<file path="src/rx_ring_params.svh">
// Constants for the receive buffer ring manager
// Contract
// - Receive storage is a ring of whole 256-byte pages.
// - Two 8-bit page registers bound the ring inside 64k bytes.
// - Write page pointer holds the first page of the frame.
// - Reaching the read boundary page aborts the current reception.
// - Read boundary marks next packet to remove; host advances it.
// - Frame data starts four bytes into the write page pointer page.
// - Long frames link into the next contiguous page, never skipping.
// - A next page equal to ring end wraps to ring first page.
// - Link only when next page, after wrap at ring end, is not boundary.
// - Ring overflow aborts the incoming frame, stored frames survive.
// - Ring overflow sets the sticky overflow flag.
// - After overflow local DMA stays off until the halt sequence.
// - Halt finishes the frame in progress; host waits 1.6 ms.
// - Missed frame tally does not count while halted.
// - Good frame gets header at write page, pointer moves on.
// - Rejected bad frame reclaims its pages unless errors accepted.
`ifndef RX_RING_PARAMS_SVH
`define RX_RING_PARAMS_SVH
`define PAGE_W 8
`define OFF_W 8
`define OFF_LAST 8'hFF
`define HDR_BYTES 8'h04
`define HDR_STATUS 2'h0
`define HDR_NEXT 2'h1
`define HDR_CNT_LO 2'h2
`define HDR_CNT_HI 2'h3
`define ST_OK_BIT 0
`define ST_BAD_BIT 1
`define RST_PAGE 8'h00
`endif

</file>
<file path="src/rx_ring_pkg.sv">
// Types for the receive buffer ring manager
package rx_ring_pkg;
	typedef enum logic [1:0] {st_idle, st_data, st_hdr, st_drop} rx_state_t;
	typedef logic [7:0] page_t;
endpackage : rx_ring_pkg

</file>
<file path="src/rx_ring_manager.sv">
// Receive buffer ring manager: local DMA page allocation and overflow
`timescale 1ns/10ps
`include "rx_ring_params.svh"
module rx_ring_manager #(
	parameter int TALLY_W = 8
) (
	input wire logic mclk,
	input wire logic rst_n,
	input wire rx_ring_pkg::page_t ring_first_page,
	input wire rx_ring_pkg::page_t ring_end_page,
	input wire rx_ring_pkg::page_t read_boundary_pointer,
	input wire logic wpp_load,
	input wire rx_ring_pkg::page_t wpp_value,
	input wire logic halt_bit,
	input wire logic accept_errors,
	input wire logic ovf_clear,
	input wire logic [7:0] rx_data,
	input wire logic rx_last,
	input wire logic rx_bad,
	input wire logic rx_valid,
	output logic rx_ready,
	output logic [15:0] mem_addr_q,
	output logic [7:0] mem_data_q,
	output logic mem_we_q,
	input wire logic mem_ready,
	output rx_ring_pkg::page_t write_page_pointer_q,
	output logic ring_overflow_flag_q,
	output logic dma_off_q,
	output logic halted_q,
	output logic frame_done_q,
	output logic frame_reject_q,
	output logic frame_abort_q,
	output logic [TALLY_W-1:0] missed_tally_q
);
	import rx_ring_pkg::*;

	rx_state_t state_q;
	rx_state_t state_d;
	page_t page_q;
	page_t next_q;
	logic [7:0] off_q;
	logic [15:0] cnt_q;
	logic [1:0] hidx_q;
	logic [7:0] status_q;
	logic [9:0] buf_data;
	logic buf_valid;
	logic buf_ready;
	logic [7:0] b_data;
	logic b_last;
	logic b_bad;
	logic wr_free;
	logic take;
	page_t page_inc;
	page_t link_np;
	logic hit_bnd;
	logic at_end_off;
	logic start;
	logic refuse;
	logic link;
	logic abort;
	logic finish;
	logic reject;
	logic hdr_last;
	logic [7:0] hdr_byte;
	logic [7:0] status_d;
	logic data_wr;
	logic hdr_wr;
	logic halt_ok;

	rx_skid_buffer #(
		.WIDTH(10)
	) u_buf (
		.mclk(mclk),
		.rst_n(rst_n),
		.in_data({rx_bad, rx_last, rx_data}),
		.in_valid(rx_valid),
		.in_ready(rx_ready),
		.out_data(buf_data),
		.out_valid(buf_valid),
		.out_ready(buf_ready)
	);

	assign b_data = buf_data[7:0];
	assign b_last = buf_data[8];
	assign b_bad = buf_data[9];

	// A write slot is free when the last write was accepted
	assign wr_free = !mem_we_q || mem_ready;

	// Next contiguous page, wrapping at ring end
	assign page_inc = page_q + 8'h01;
	assign link_np = (page_inc == ring_end_page) ? ring_first_page : page_inc;
	assign hit_bnd = link_np == read_boundary_pointer;
	assign at_end_off = off_q == `OFF_LAST;

	// A halted or disabled engine drains incoming bytes so the source never jams
	assign start = state_q == st_idle && buf_valid && !halt_bit && !dma_off_q;
	assign refuse = state_q == st_idle && buf_valid && (halt_bit || dma_off_q);
	assign buf_ready = (state_q == st_data && wr_free) || state_q == st_drop;
	assign take = buf_valid && buf_ready;

	assign data_wr = state_q == st_data && take;
	assign finish = data_wr && b_last;
	assign reject = finish && b_bad && !accept_errors;
	assign link = data_wr && !b_last && at_end_off && !hit_bnd;
	assign abort = data_wr && !b_last && at_end_off && hit_bnd;
	assign hdr_wr = state_q == st_hdr && wr_free;
	assign hdr_last = hdr_wr && hidx_q == `HDR_CNT_HI;
	assign halt_ok = halt_bit && state_q == st_idle;

	assign status_d = {6'h00, b_bad, !b_bad};

	// Header layout in the write page pointer page
	assign hdr_byte = (hidx_q == `HDR_STATUS) ? status_q :
		(hidx_q == `HDR_NEXT) ? next_q :
		(hidx_q == `HDR_CNT_LO) ? cnt_q[7:0] : cnt_q[15:8];

	always_comb
	begin
		state_d = state_q;
		unique case (state_q)
			st_idle:
			begin
				if (start)
					state_d = st_data;
				else if (refuse)
					state_d = st_drop;
			end
			st_data:
			begin
				if (abort)
					state_d = st_drop;
				else if (finish)
					state_d = reject ? st_idle : st_hdr;
			end
			st_hdr:
			begin
				if (hdr_last)
					state_d = st_idle;
			end
			st_drop:
			begin
				if (take && b_last)
					state_d = st_idle;
			end
		endcase
	end

	always_ff @(posedge mclk)
	begin
		if (!rst_n)
			state_q <= st_idle;
		else
			state_q <= state_d;
	end

	// Page and offset of the local DMA
	always_ff @(posedge mclk)
	begin
		if (!rst_n)
		begin
			page_q <= `RST_PAGE;
			off_q <= 8'h00;
		end
		else if (start)
		begin
			page_q <= write_page_pointer_q;
			off_q <= `HDR_BYTES;
		end
		else if (link)
		begin
			page_q <= link_np;
			off_q <= 8'h00;
		end
		else if (reject || abort)
			page_q <= write_page_pointer_q;
		else if (data_wr)
			off_q <= off_q + 8'h01;
	end

	// Byte count, next packet page and status for the header
	always_ff @(posedge mclk)
	begin
		if (!rst_n)
		begin
			cnt_q <= 16'h0000;
			next_q <= `RST_PAGE;
			status_q <= 8'h00;
			hidx_q <= 2'h0;
		end
		else
		begin
			if (start)
				cnt_q <= 16'h0000;
			else if (data_wr)
				cnt_q <= cnt_q + 16'h0001;
			if (finish)
			begin
				next_q <= link_np;
				status_q <= status_d;
			end
			if (finish)
				hidx_q <= 2'h0;
			else if (hdr_wr)
				hidx_q <= hidx_q + 2'h1;
		end
	end

	// Registered memory write port
	always_ff @(posedge mclk)
	begin
		if (!rst_n)
		begin
			mem_we_q <= 1'b0;
			mem_addr_q <= 16'h0000;
			mem_data_q <= 8'h00;
		end
		else if (data_wr)
		begin
			mem_we_q <= 1'b1;
			mem_addr_q <= {page_q, off_q};
			mem_data_q <= b_data;
		end
		else if (hdr_wr)
		begin
			mem_we_q <= 1'b1;
			mem_addr_q <= {write_page_pointer_q, 6'h00, hidx_q};
			mem_data_q <= hdr_byte;
		end
		else if (mem_ready)
			mem_we_q <= 1'b0;
	end

	// Host load of the write page pointer is honoured only between frames
	always_ff @(posedge mclk)
	begin
		if (!rst_n)
			write_page_pointer_q <= `RST_PAGE;
		else if (hdr_last)
			write_page_pointer_q <= next_q;
		else if (wpp_load && state_q == st_idle)
			write_page_pointer_q <= wpp_value;
	end

	// Overflow flag: a new overflow beats a clear in the same cycle
	always_ff @(posedge mclk)
	begin
		if (!rst_n)
			ring_overflow_flag_q <= 1'b0;
		else if (abort)
			ring_overflow_flag_q <= 1'b1;
		else if (ovf_clear)
			ring_overflow_flag_q <= 1'b0;
	end

	// Only the halt step of recovery turns local DMA back on
	always_ff @(posedge mclk)
	begin
		if (!rst_n)
			dma_off_q <= 1'b0;
		else if (abort)
			dma_off_q <= 1'b1;
		else if (halt_ok)
			dma_off_q <= 1'b0;
	end

	// Halt waits for the frame in progress to end
	always_ff @(posedge mclk)
	begin
		if (!rst_n)
			halted_q <= 1'b0;
		else
			halted_q <= halt_ok;
	end

	always_ff @(posedge mclk)
	begin
		if (!rst_n)
		begin
			frame_done_q <= 1'b0;
			frame_reject_q <= 1'b0;
			frame_abort_q <= 1'b0;
		end
		else
		begin
			frame_done_q <= hdr_last;
			frame_reject_q <= reject;
			frame_abort_q <= abort;
		end
	end

	// Tally saturates rather than wrapping
	always_ff @(posedge mclk)
	begin
		if (!rst_n)
			missed_tally_q <= '0;
		else if (refuse && !halt_bit && !(&missed_tally_q))
			missed_tally_q <= missed_tally_q + TALLY_W'(1);
	end

	wrap_link_a:
	assert property (@(posedge mclk) disable iff (!rst_n)
		link && page_inc == ring_end_page |=> page_q == ring_first_page && off_q == 8'h00)
	else $error("link did not wrap to ring first page");

	bnd_abort_a:
	assert property (@(posedge mclk) disable iff (!rst_n)
		data_wr && !b_last && at_end_off && link_np == read_boundary_pointer
		|=> state_q == st_drop && frame_abort_q && page_q == write_page_pointer_q)
	else $error("boundary reached without abort");

	no_overwrite_a:
	assert property (@(posedge mclk) disable iff (!rst_n)
		state_q == st_data && $stable(state_q) && $changed(page_q)
		|-> page_q != read_boundary_pointer)
	else $error("linked into the boundary page");

	ovf_sticky_a:
	assert property (@(posedge mclk) disable iff (!rst_n)
		frame_abort_q |-> ring_overflow_flag_q)
	else $error("overflow not flagged on abort");

	hdr_skip_a:
	assert property (@(posedge mclk) disable iff (!rst_n)
		start |=> off_q == 8'h04 && page_q == $past(write_page_pointer_q))
	else $error("frame did not start four bytes in");

	addr_form_a:
	assert property (@(posedge mclk) disable iff (!rst_n)
		data_wr |=> mem_we_q && mem_addr_q == {$past(page_q), $past(off_q)})
	else $error("buffer address not page over offset");

	reject_back_a:
	assert property (@(posedge mclk) disable iff (!rst_n)
		frame_reject_q |-> page_q == write_page_pointer_q && state_q == st_idle)
	else $error("rejected frame pages not reclaimed");

	hdr_done_a:
	assert property (@(posedge mclk) disable iff (!rst_n)
		// Bound allows a memory that takes a write only every other cycle
		finish && !reject |-> ##[1:12] frame_done_q)
	else $error("header not written in time");

	tally_halt_a:
	assert property (@(posedge mclk) disable iff (!rst_n)
		halt_bit |=> $stable(missed_tally_q))
	else $error("missed tally counted while halted");

	dma_stay_off_a:
	assert property (@(posedge mclk) disable iff (!rst_n)
		dma_off_q && !halt_bit && state_q == st_idle |=> state_q != st_data)
	else $error("reception restarted without recovery");
endmodule : rx_ring_manager

</file>
<file path="src/rx_skid_buffer.sv">
// Two-entry buffer between the receive byte stream and the DMA writer
`timescale 1ns/10ps
module rx_skid_buffer #(
	parameter int WIDTH = 10
) (
	input wire logic mclk,
	input wire logic rst_n,
	input wire logic [WIDTH-1:0] in_data,
	input wire logic in_valid,
	output logic in_ready,
	output logic [WIDTH-1:0] out_data,
	output logic out_valid,
	input wire logic out_ready
);
	logic [WIDTH-1:0] mem_q [2];
	logic wr_ptr_q;
	logic rd_ptr_q;
	logic [1:0] cnt_q;
	logic [1:0] cnt_d;
	logic push;
	logic pop;

	assign push = in_valid && in_ready;
	assign pop = out_valid && out_ready;
	assign cnt_d = cnt_q + {1'b0, push} - {1'b0, pop};
	assign out_valid = cnt_q != 2'h0;
	assign out_data = mem_q[rd_ptr_q];

	always_ff @(posedge mclk)
	begin
		if (!rst_n)
		begin
			wr_ptr_q <= 1'b0;
			rd_ptr_q <= 1'b0;
			cnt_q <= 2'h0;
			in_ready <= 1'b0;
		end
		else
		begin
			wr_ptr_q <= wr_ptr_q ^ push;
			rd_ptr_q <= rd_ptr_q ^ pop;
			cnt_q <= cnt_d;
			// Registered ready: full is known one cycle ahead
			in_ready <= cnt_d != 2'h2;
		end
	end

	always_ff @(posedge mclk)
	begin
		if (push)
			mem_q[wr_ptr_q] <= in_data;
	end
endmodule : rx_skid_buffer

</file>
<file path="config.mk">
export PLATFORM = sky130hd
export DESIGN_NAME = rx_ring_manager
export DESIGN_NICKNAME = d
export VERILOG_FILES = /design/src/rx_ring_pkg.sv /design/src/rx_ring_manager.sv /design/src/rx_skid_buffer.sv
export VERILOG_INCLUDE_DIRS = /design/src
export SDC_FILE = /design/constraint.sdc
export NUM_CORES = 1
export LEC_CHECK = 0
export ABC_AREA = 1
export BUFFER_PORTS_ARGS = -buffer_cell sky130_fd_sc_hd__buf_2
export CORE_MARGIN = 10
export CORE_UTILIZATION = 55
export CTS_CLUSTER_SIZE = 25
export DETAILED_ROUTE_END_ITERATION = 8
export PLACE_DENSITY = 0.89
export SETUP_SLACK_MARGIN = 0.3
export SLEW_MARGIN = 20
export SYNTH_ARGS = -nofsm -noshare
export SYNTH_HDL_FRONTEND = slang
export SYNTH_SLANG_ARGS = --single-unit
</file>
<file path="constraint.sdc">
create_clock -name mclk -period 2.8 [get_ports mclk]
set_input_delay 0.28 -clock mclk [delete_from_list [all_inputs] [get_ports mclk]]
set_output_delay 0.28 -clock mclk [all_outputs]
set_load 0.05 [all_outputs]
</file>
After elaboration in Yosys (flattened, before gate mapping)
Memory sizes are Yosys's and may differ from the RTL's. A register that Yosys moved wholly into a read port is not among the register bits. Cells that the tools add are included.

Bits in registers: 98. RAM bits: 20. Bits of input ports: 50. Output and inout bits: 48. Word-level logic and storage cells: 136. Memories kept: 1.

Memory list: u_buf.mem_q (words 2, bits a word 10, rd ports 1, clocked after Yosys merged registers in 1, wr ports 1, RTL line rx_skid_buffer.sv:15) `logic [WIDTH-1:0] mem_q [2];`.

$add $sub $neg: 7. Equal/unequal tests: 15. Multiplexer cells: 35. Bitwise gates (word level): 4. Reductions and logical operators: 51.

Operator list (number): 8-bit two-way mux (11); 16-bit two-way mux (2); 8-bit by 1-bit adder with 8-bit output, second input constant (3); 1-bit logical AND (22); 16-bit by 1-bit adder with 16-bit output, second input constant (1); 8-bit equality test (2); 2-bit two-way mux (7); 3-bit two-way mux (4); 1-bit two-way mux (10); 2-bit nonzero test (5); 3-bit inequality test, second input constant (3); 3-bit nonzero test (3); 2-bit equality test, second input constant (4); 8-bit equality test, second input constant (1); 1-bit zero test (8); 2-bit one-hot mux with 4 select lines (1); 8-bit AND reduction (1); 2-bit by 1-bit equality test with 1-bit output, second input constant (2); 2-bit zero test (2); 1-bit logical OR (4); 2-bit inequality test, second input constant (2); 2-bit AND reduction (2); 4-bit AND reduction (1); 2-bit OR reduction (2); other kinds (7) (9).

Longest topological paths before layout
Word-level depth: 13. Mapped depth: 24. Gate-level depth less buffers: 23.

By module
Synthesis repeated with hierarchy kept, for this count alone.

Cell total of the unflattened synthesis: 841. Area, all modules: 6035.8 um^2.

By module, submodules not included: rx_ring_manager (times used 1, cells an instance 770, area each 4999.8 um^2, seq. area each 1861.8 um^2); rx_skid_buffer (times used 1, cells an instance 71, area each 1036.0 um^2, seq. area each 720.7 um^2).

Worst setup path after synthesis
OpenSTA, ideal clock, no wires.

Kind: register -> register. Start point: register page_q[0]. End point: register page_q[7]. Setup time: 113 ps. Data arrival time: 2444 ps. Required time: 2687 ps. Slack: 243 ps. Cell stages (with the launch flop): 23. Path buffers: 2. Clock period less this slack: 2557 ps. Path through: dfxtp_1 -> ha_1 -> nand2_2 -> nor2_4 -> nand3_1 -> nand3_1 -> nand2_1 -> nor2_2 -> nand3_4 -> buf_6 -> nand2_1 -> nand3b_1 -> nand2_1 -> nand2_2 -> nor2_4 -> nand2_4 -> nand2_4 -> nand2_4 -> nor2_8 -> buf_6 -> nand2_1 -> nand2_1 -> nor2_1.

Word-level cells in the longest chain between the ends: 8.

Ends and longest elaborated chain: from (decl) (RTL line rx_ring_manager.sv:39) `page_t page_q;`; from (signal assigned) (RTL line rx_ring_manager.sv:162) `` page_q <= `RST_PAGE; ``; from (signal assigned) (RTL line rx_ring_manager.sv:167) `page_q <= write_page_pointer_q;`; from (signal assigned) (RTL line rx_ring_manager.sv:172) `page_q <= link_np;`; 8-bit by 1-bit adder with 8-bit output * (RTL line rx_ring_manager.sv:91) `assign page_inc = page_q + 8'h01;`; 8-bit equality test (RTL line rx_ring_manager.sv:92) `assign link_np = (page_inc == ring_end_page) ? ring_first_page : page_inc;`; 8-bit two-way mux * (RTL line rx_ring_manager.sv:92); 8-bit equality test (RTL line rx_ring_manager.sv:93) `assign hit_bnd = link_np == read_boundary_pointer;`; 1-bit zero test (RTL line rx_ring_manager.sv:105) `assign link = data_wr && !b_last && at_end_off && !hit_bnd;`; 1-bit logical AND (RTL line rx_ring_manager.sv:105); 8-bit two-way mux (RTL line rx_ring_manager.sv:170) `else if (link)`; 8-bit two-way mux (RTL line rx_ring_manager.sv:165) `else if (start)`.

Mark *: on every way between the ends. The rest lies on a longest branch, timed or not. A chain may end at the register's enable or synchronous reset.

Worst setup path in the final report
Start point: register page_q[0]. End point: register off_q[7].

Word-level cells in the longest chain between the ends: 8.

Ends and longest elaborated chain: 8-bit by 1-bit adder with 8-bit output * (RTL line rx_ring_manager.sv:91); 8-bit equality test (RTL line rx_ring_manager.sv:92); 8-bit two-way mux * (RTL line rx_ring_manager.sv:92); 8-bit equality test * (RTL line rx_ring_manager.sv:93); 1-bit logical AND (RTL line rx_ring_manager.sv:106) `assign abort = data_wr && !b_last && at_end_off && hit_bnd;`; 1-bit logical OR (RTL line rx_ring_manager.sv:175) `else if (reject || abort)`; 1-bit inverter (no line); 2-bit AND reduction (no line); to (signal assigned) (RTL line rx_ring_manager.sv:168) `` off_q <= `HDR_BYTES; ``; to (signal assigned) (RTL line rx_ring_manager.sv:178) `off_q <= off_q + 8'h01;`; to (decl) (RTL line rx_ring_manager.sv:41) `logic [7:0] off_q;`.

Marks and branches as above.

==> impl_summary.md <==
Worst setup path
The path depth of the worst reg2reg path is 21. The worst reg2reg path endpoint is off_q[7]. The largest fanout on the critical path is 8.

The signal on the critical path passes through ha_4, nand2_2, nand2_1, nand2_1, nand2_1, nor2_2, nand2_2, nor2_4, nand3_4, nand2_2, nand3b_1, nand2_1, nand2_2, nor2_4, nand3_2, nand2_4, inv_2, nand2_1, nand2_1, inv_1, nor2_1. Grouping stages by cell kind, the critical path spends the most delay in simple AND/OR/NAND/NOR gates. The critical path is of the flip-flop to flip-flop type. The total buffers and inverters traversed by the critical path is 2. The arrival time at the worst endpoint is 3.13 ns.

The worst endpoint required time is 3.23 ns. The worst setup path is captured at a flip-flop. The worst flop-to-flop path startpoint is page_q[0]. The reg-to-reg setup timing slack is 0.09 ns. The stage delay of the slowest cell on the critical path is 0.36 ns. The slowest stage of the critical path belongs to the cell dfxtp_4. The sort of element at the start of the critical path is a flip-flop. The cell occurring most often along the worst timing path is nand2_1.

Timing
The final critical delay including setup and external delays is roughly 2.7 ns. Setup violations remaining at the end of the flow were counted as 0. The number of hold-slack violations in the final timing report came to 0. The final-report max-slew violation count came to 0. Clock skew on the completed layout was measured at 0.00906 ns. In this run the tightest slew margin relative to its limit is between 50% and 60%. For this run, the top clock speed supported by timing is between 0.3 and 0.4 GHz.

The summed negative setup slack over all endpoints is 0 ns. The slack of the critical path is around 0.094 ns. Of the available clock period, the critical path in the final layout requires 96.6%.

The transition time of the tightest slew-check pin is 0.658 ns. Setup repair after global routing could not meet its margin everywhere. Hold is met by 0.0265 ns.

Floorplanning
The boundary pin count is 98. The die span in x is 125 µm. The die span in y is roughly 120 µm. The core area is 10800 µm².

The effective utilization at floorplan is 55.8%. The number of cell rows is 38. The floorplan step defined a die boundary enclosing 15500 µm².

Pwr
The power per cell area is 811 nW/µm². The worst-case vdd ir drop is between 0.0005 and 0.0006 V. The analysis attributes to cell leakage a power of 3.39 nW. The overall power of the completed layout is 6.19 mW.

Logic synthesis
During synthesis, Yosys emitted a total of 0 warnings. The number of distinct library cell variants in the gate-level netlist after synthesis is 39. The net count after synthesis is 900. The number of flip-flops and latches in the synthesized netlist is 119. The netlist area before placement is 6020 µm². The average cell area after synthesis is 7.18 µm².

Synthesis produced a netlist whose cell count is 838. Summing the sequential cell areas from Yosys gives about 43% of the chip area.

Routing
The post-detailed-route count of antenna-violating nets is 0. The total vias in the final route is between 6000 and 7000. The length of the first detailed-routing pass in iterations is 8. The number of DRC violations after detailed-routing iteration 0 is roughly 810. The DRC violation count after routing is 0.

The final layout contains routed wiring with a total length of 19.0 mm. Dividing the detail-routed wire length by the instance count gives 16.9 µm. The via density per instance is 5.66.

Worst hold path
For hold timing, the worst endpoint is write_page_pointer_q[0]. The worst hold path begins at wpp_value[0]. The cell depth of the worst hold path is 3. The path type of the worst min-delay path is primary input to flip-flop.

Clock tree
The clock tree from TritonCTS is yes. The later-pin clock latency in the skew report is 0.53 ns. Clock tree synthesis selected as its root buffer the cell clkbuf_8. The clock tree synthesis step divided the H-tree into 4 levels.

Clock-pin slew was measured on the worst setup and hold paths at 0.06 ns. In this run, CTS created clock tree buffers numbering 17. The count of clock tree sinks is 119.

The clock passes through at most 2 buffers.

Global routing
The number of antenna violations at the first check in global routing is 0. The number of global-route vias before repair is 5958. The pin count of the biggest net entering global routing is 32.

The global-route wire length before repair is 29.1 mm. The total overflow reported by the global router is 0. Global routing used 22.5% of the available tracks.

Place
Including well taps, the total number of placed cells is around 1100. The routability-driven placement congestion ratio is around 0.94. The detailed placement HPWL is ~13 mm. The placed instances occupy a cell area of about 6700 µm². At the placement stage, the worst setup path has a slack of -0.0187 ns. The count of buffers added on input and output ports is 97.

Final layout
Relative to the synthesized area, the layout overhead comes to 26.9%. The diode insertion count for antenna repair is 0. The share of the core filled with cells in the final layout is a little over 70%. The final net count is 1037.

After the flow finishes, the layout carries non-filler instances totaling 1128. The final design instance area without fill is 7630 µm². The filler cells instantiated in the layout total 780. Summing all multi-input logic gate instances after layout gives roughly 3100 µm². The fraction of layout cells with a size suffix above 1 is ~23%. The area used by sequential logic in the layout is between 2000 and 3000 µm².

Job
Across the run, the number of max-cap violations was 0.

Status
The run finished with clean final reports.
==> flip-flops by register name (all words and copies together) (netlist names), 2 cells and up, named ones only <==
register	count
mem_addr_q	16
page_q	8
u_buf.mem_q	20
state_q	2
status_q	2
u_buf.cnt_q	2
hidx_q	2
write_page_pointer_q	8
next_q	8
off_q	8
mem_data_q	8
missed_tally_q	8
cnt_q	16
==> tightest hold or removal path: stages <==
cell     delay [ns]
buf_2          0.10
nand2_1        0.06
a31oi_1        0.07
==> layout by cell type, fill, tap and decap left out, types with 28 or more instances in the layout <==
cell	count
nand3_1	62
dfxtp_1	94
nand2_1	238
buf_2	98
o21ai_0	39
buf_4	28
a21oi_1	45
nor2_1	59
inv_1	100
==> cell families (layout without fill, tap and decap cells) <==
group                      Yosys count  count (layout)  share of synthesized area [%]
and+or+nand+nor                    430             432                           31.8
AOI/OAI and AO/OA                  134             134                           12.4
buffers and inverters              131             279                           8.61
DFF                                119             119                           42.9
adders and majority gates           12              12                           2.49
xor gates and xnor gates            12              12                           1.75
==> power by group <==
| group | internal [mW] | leakage (nW) | switching, mW |
|---|---|---|---|
| clock | 1.18 | 0.253 | 0.840 |
| combinational | 0.611 | 2.14 | 1.40 |
| sequential | 1.97 | 0.989 | 0.193 |
==> timing repair <==
| action | CTS | global route |
|---|---|---|
| endpoints found under the hold margin | 21 | 0 |
| hold buffers | 11 | 0 |
| endpoints found under the setup margin | 21 | 38 |
| gates resized for setup | 27 | 23 |
| gates cloned | 2 | 0 |
| pin swaps | 14 | 6 |
| buffers inserted | 6 | 8 |
==> worst max path at each step <==
stage | startpoint | end | depth (start not counted)
floorplan | page_q[1] | page_q[0] | 21
global placement | page_q[1] | page_q[0] | 22
detailed placement | page_q[1] | page_q[5] | 22
CTS | page_q[0] | page_q[3] | 20
global route | page_q[0] | off_q[0] | 21
finish | page_q[0] | off_q[7] | 21
==> final cells by class <==
| class | instances | share of cell area (%) |
|---|---|---|
| Tap cell | 140 | 2.29 |
| Sequential cell | 119 | 34.0 |
| Clock buffer | 18 | 5.47 |
| Multi-Input combinational cell | 590 | 40.3 |
| Clock inverter | 14 | 1.70 |
| Inverter | 109 | 5.47 |
| Timing Repair Buffer | 138 | 10.8 |
==> routing by layer <==
layer / part of all wire, % / global-route usage, %
met1: 39 / 26.2
met2: 48 / 37.7
met3: 9.2 / 5.79
met4: 4.3 / 10.5
met5: 0 / 0
==> synth_stat cells <==
cell type	instances	area [µm²]
nor2_8	1	20.0
xor2_1	10	87.6
o21bai_1	2	15.0
o21ai_0	43	215
inv_2	5	18.8
or2_2	3	18.8
nand2_4	4	45.0
nand3_2	2	20.0
nor3_1	10	50.1
nor4_2	1	12.5
nand2_1	245	920
inv_1	103	387
nand3_4	1	17.5
nor3b_1	2	15.0
ha_1	12	150
nand3_1	63	315
a21oi_2	1	8.76
nand3b_1	6	45.0
nor2_4	5	56.3
clkinv_1	1	3.75
o311ai_0	5	43.8
buf_6	2	22.5
nand2_2	6	37.5
a21oi_1	45	225
nand4_1	5	31.3
nor2_2	4	25.0
xnor2_1	2	17.5
o22ai_1	2	12.5
o21a_1	1	7.51
o21ai_1	7	35.0
nor2_1	66	248
nor4_1	4	25.0
clkbuf_1	17	63.8
buf_4	3	22.5
o211ai_1	8	60.1
a31oi_1	20	125
edfxtp_1	20	601
dfxtp_1	99	1980
and3_1	2	12.5
Power figures use the tool's default switching activity.
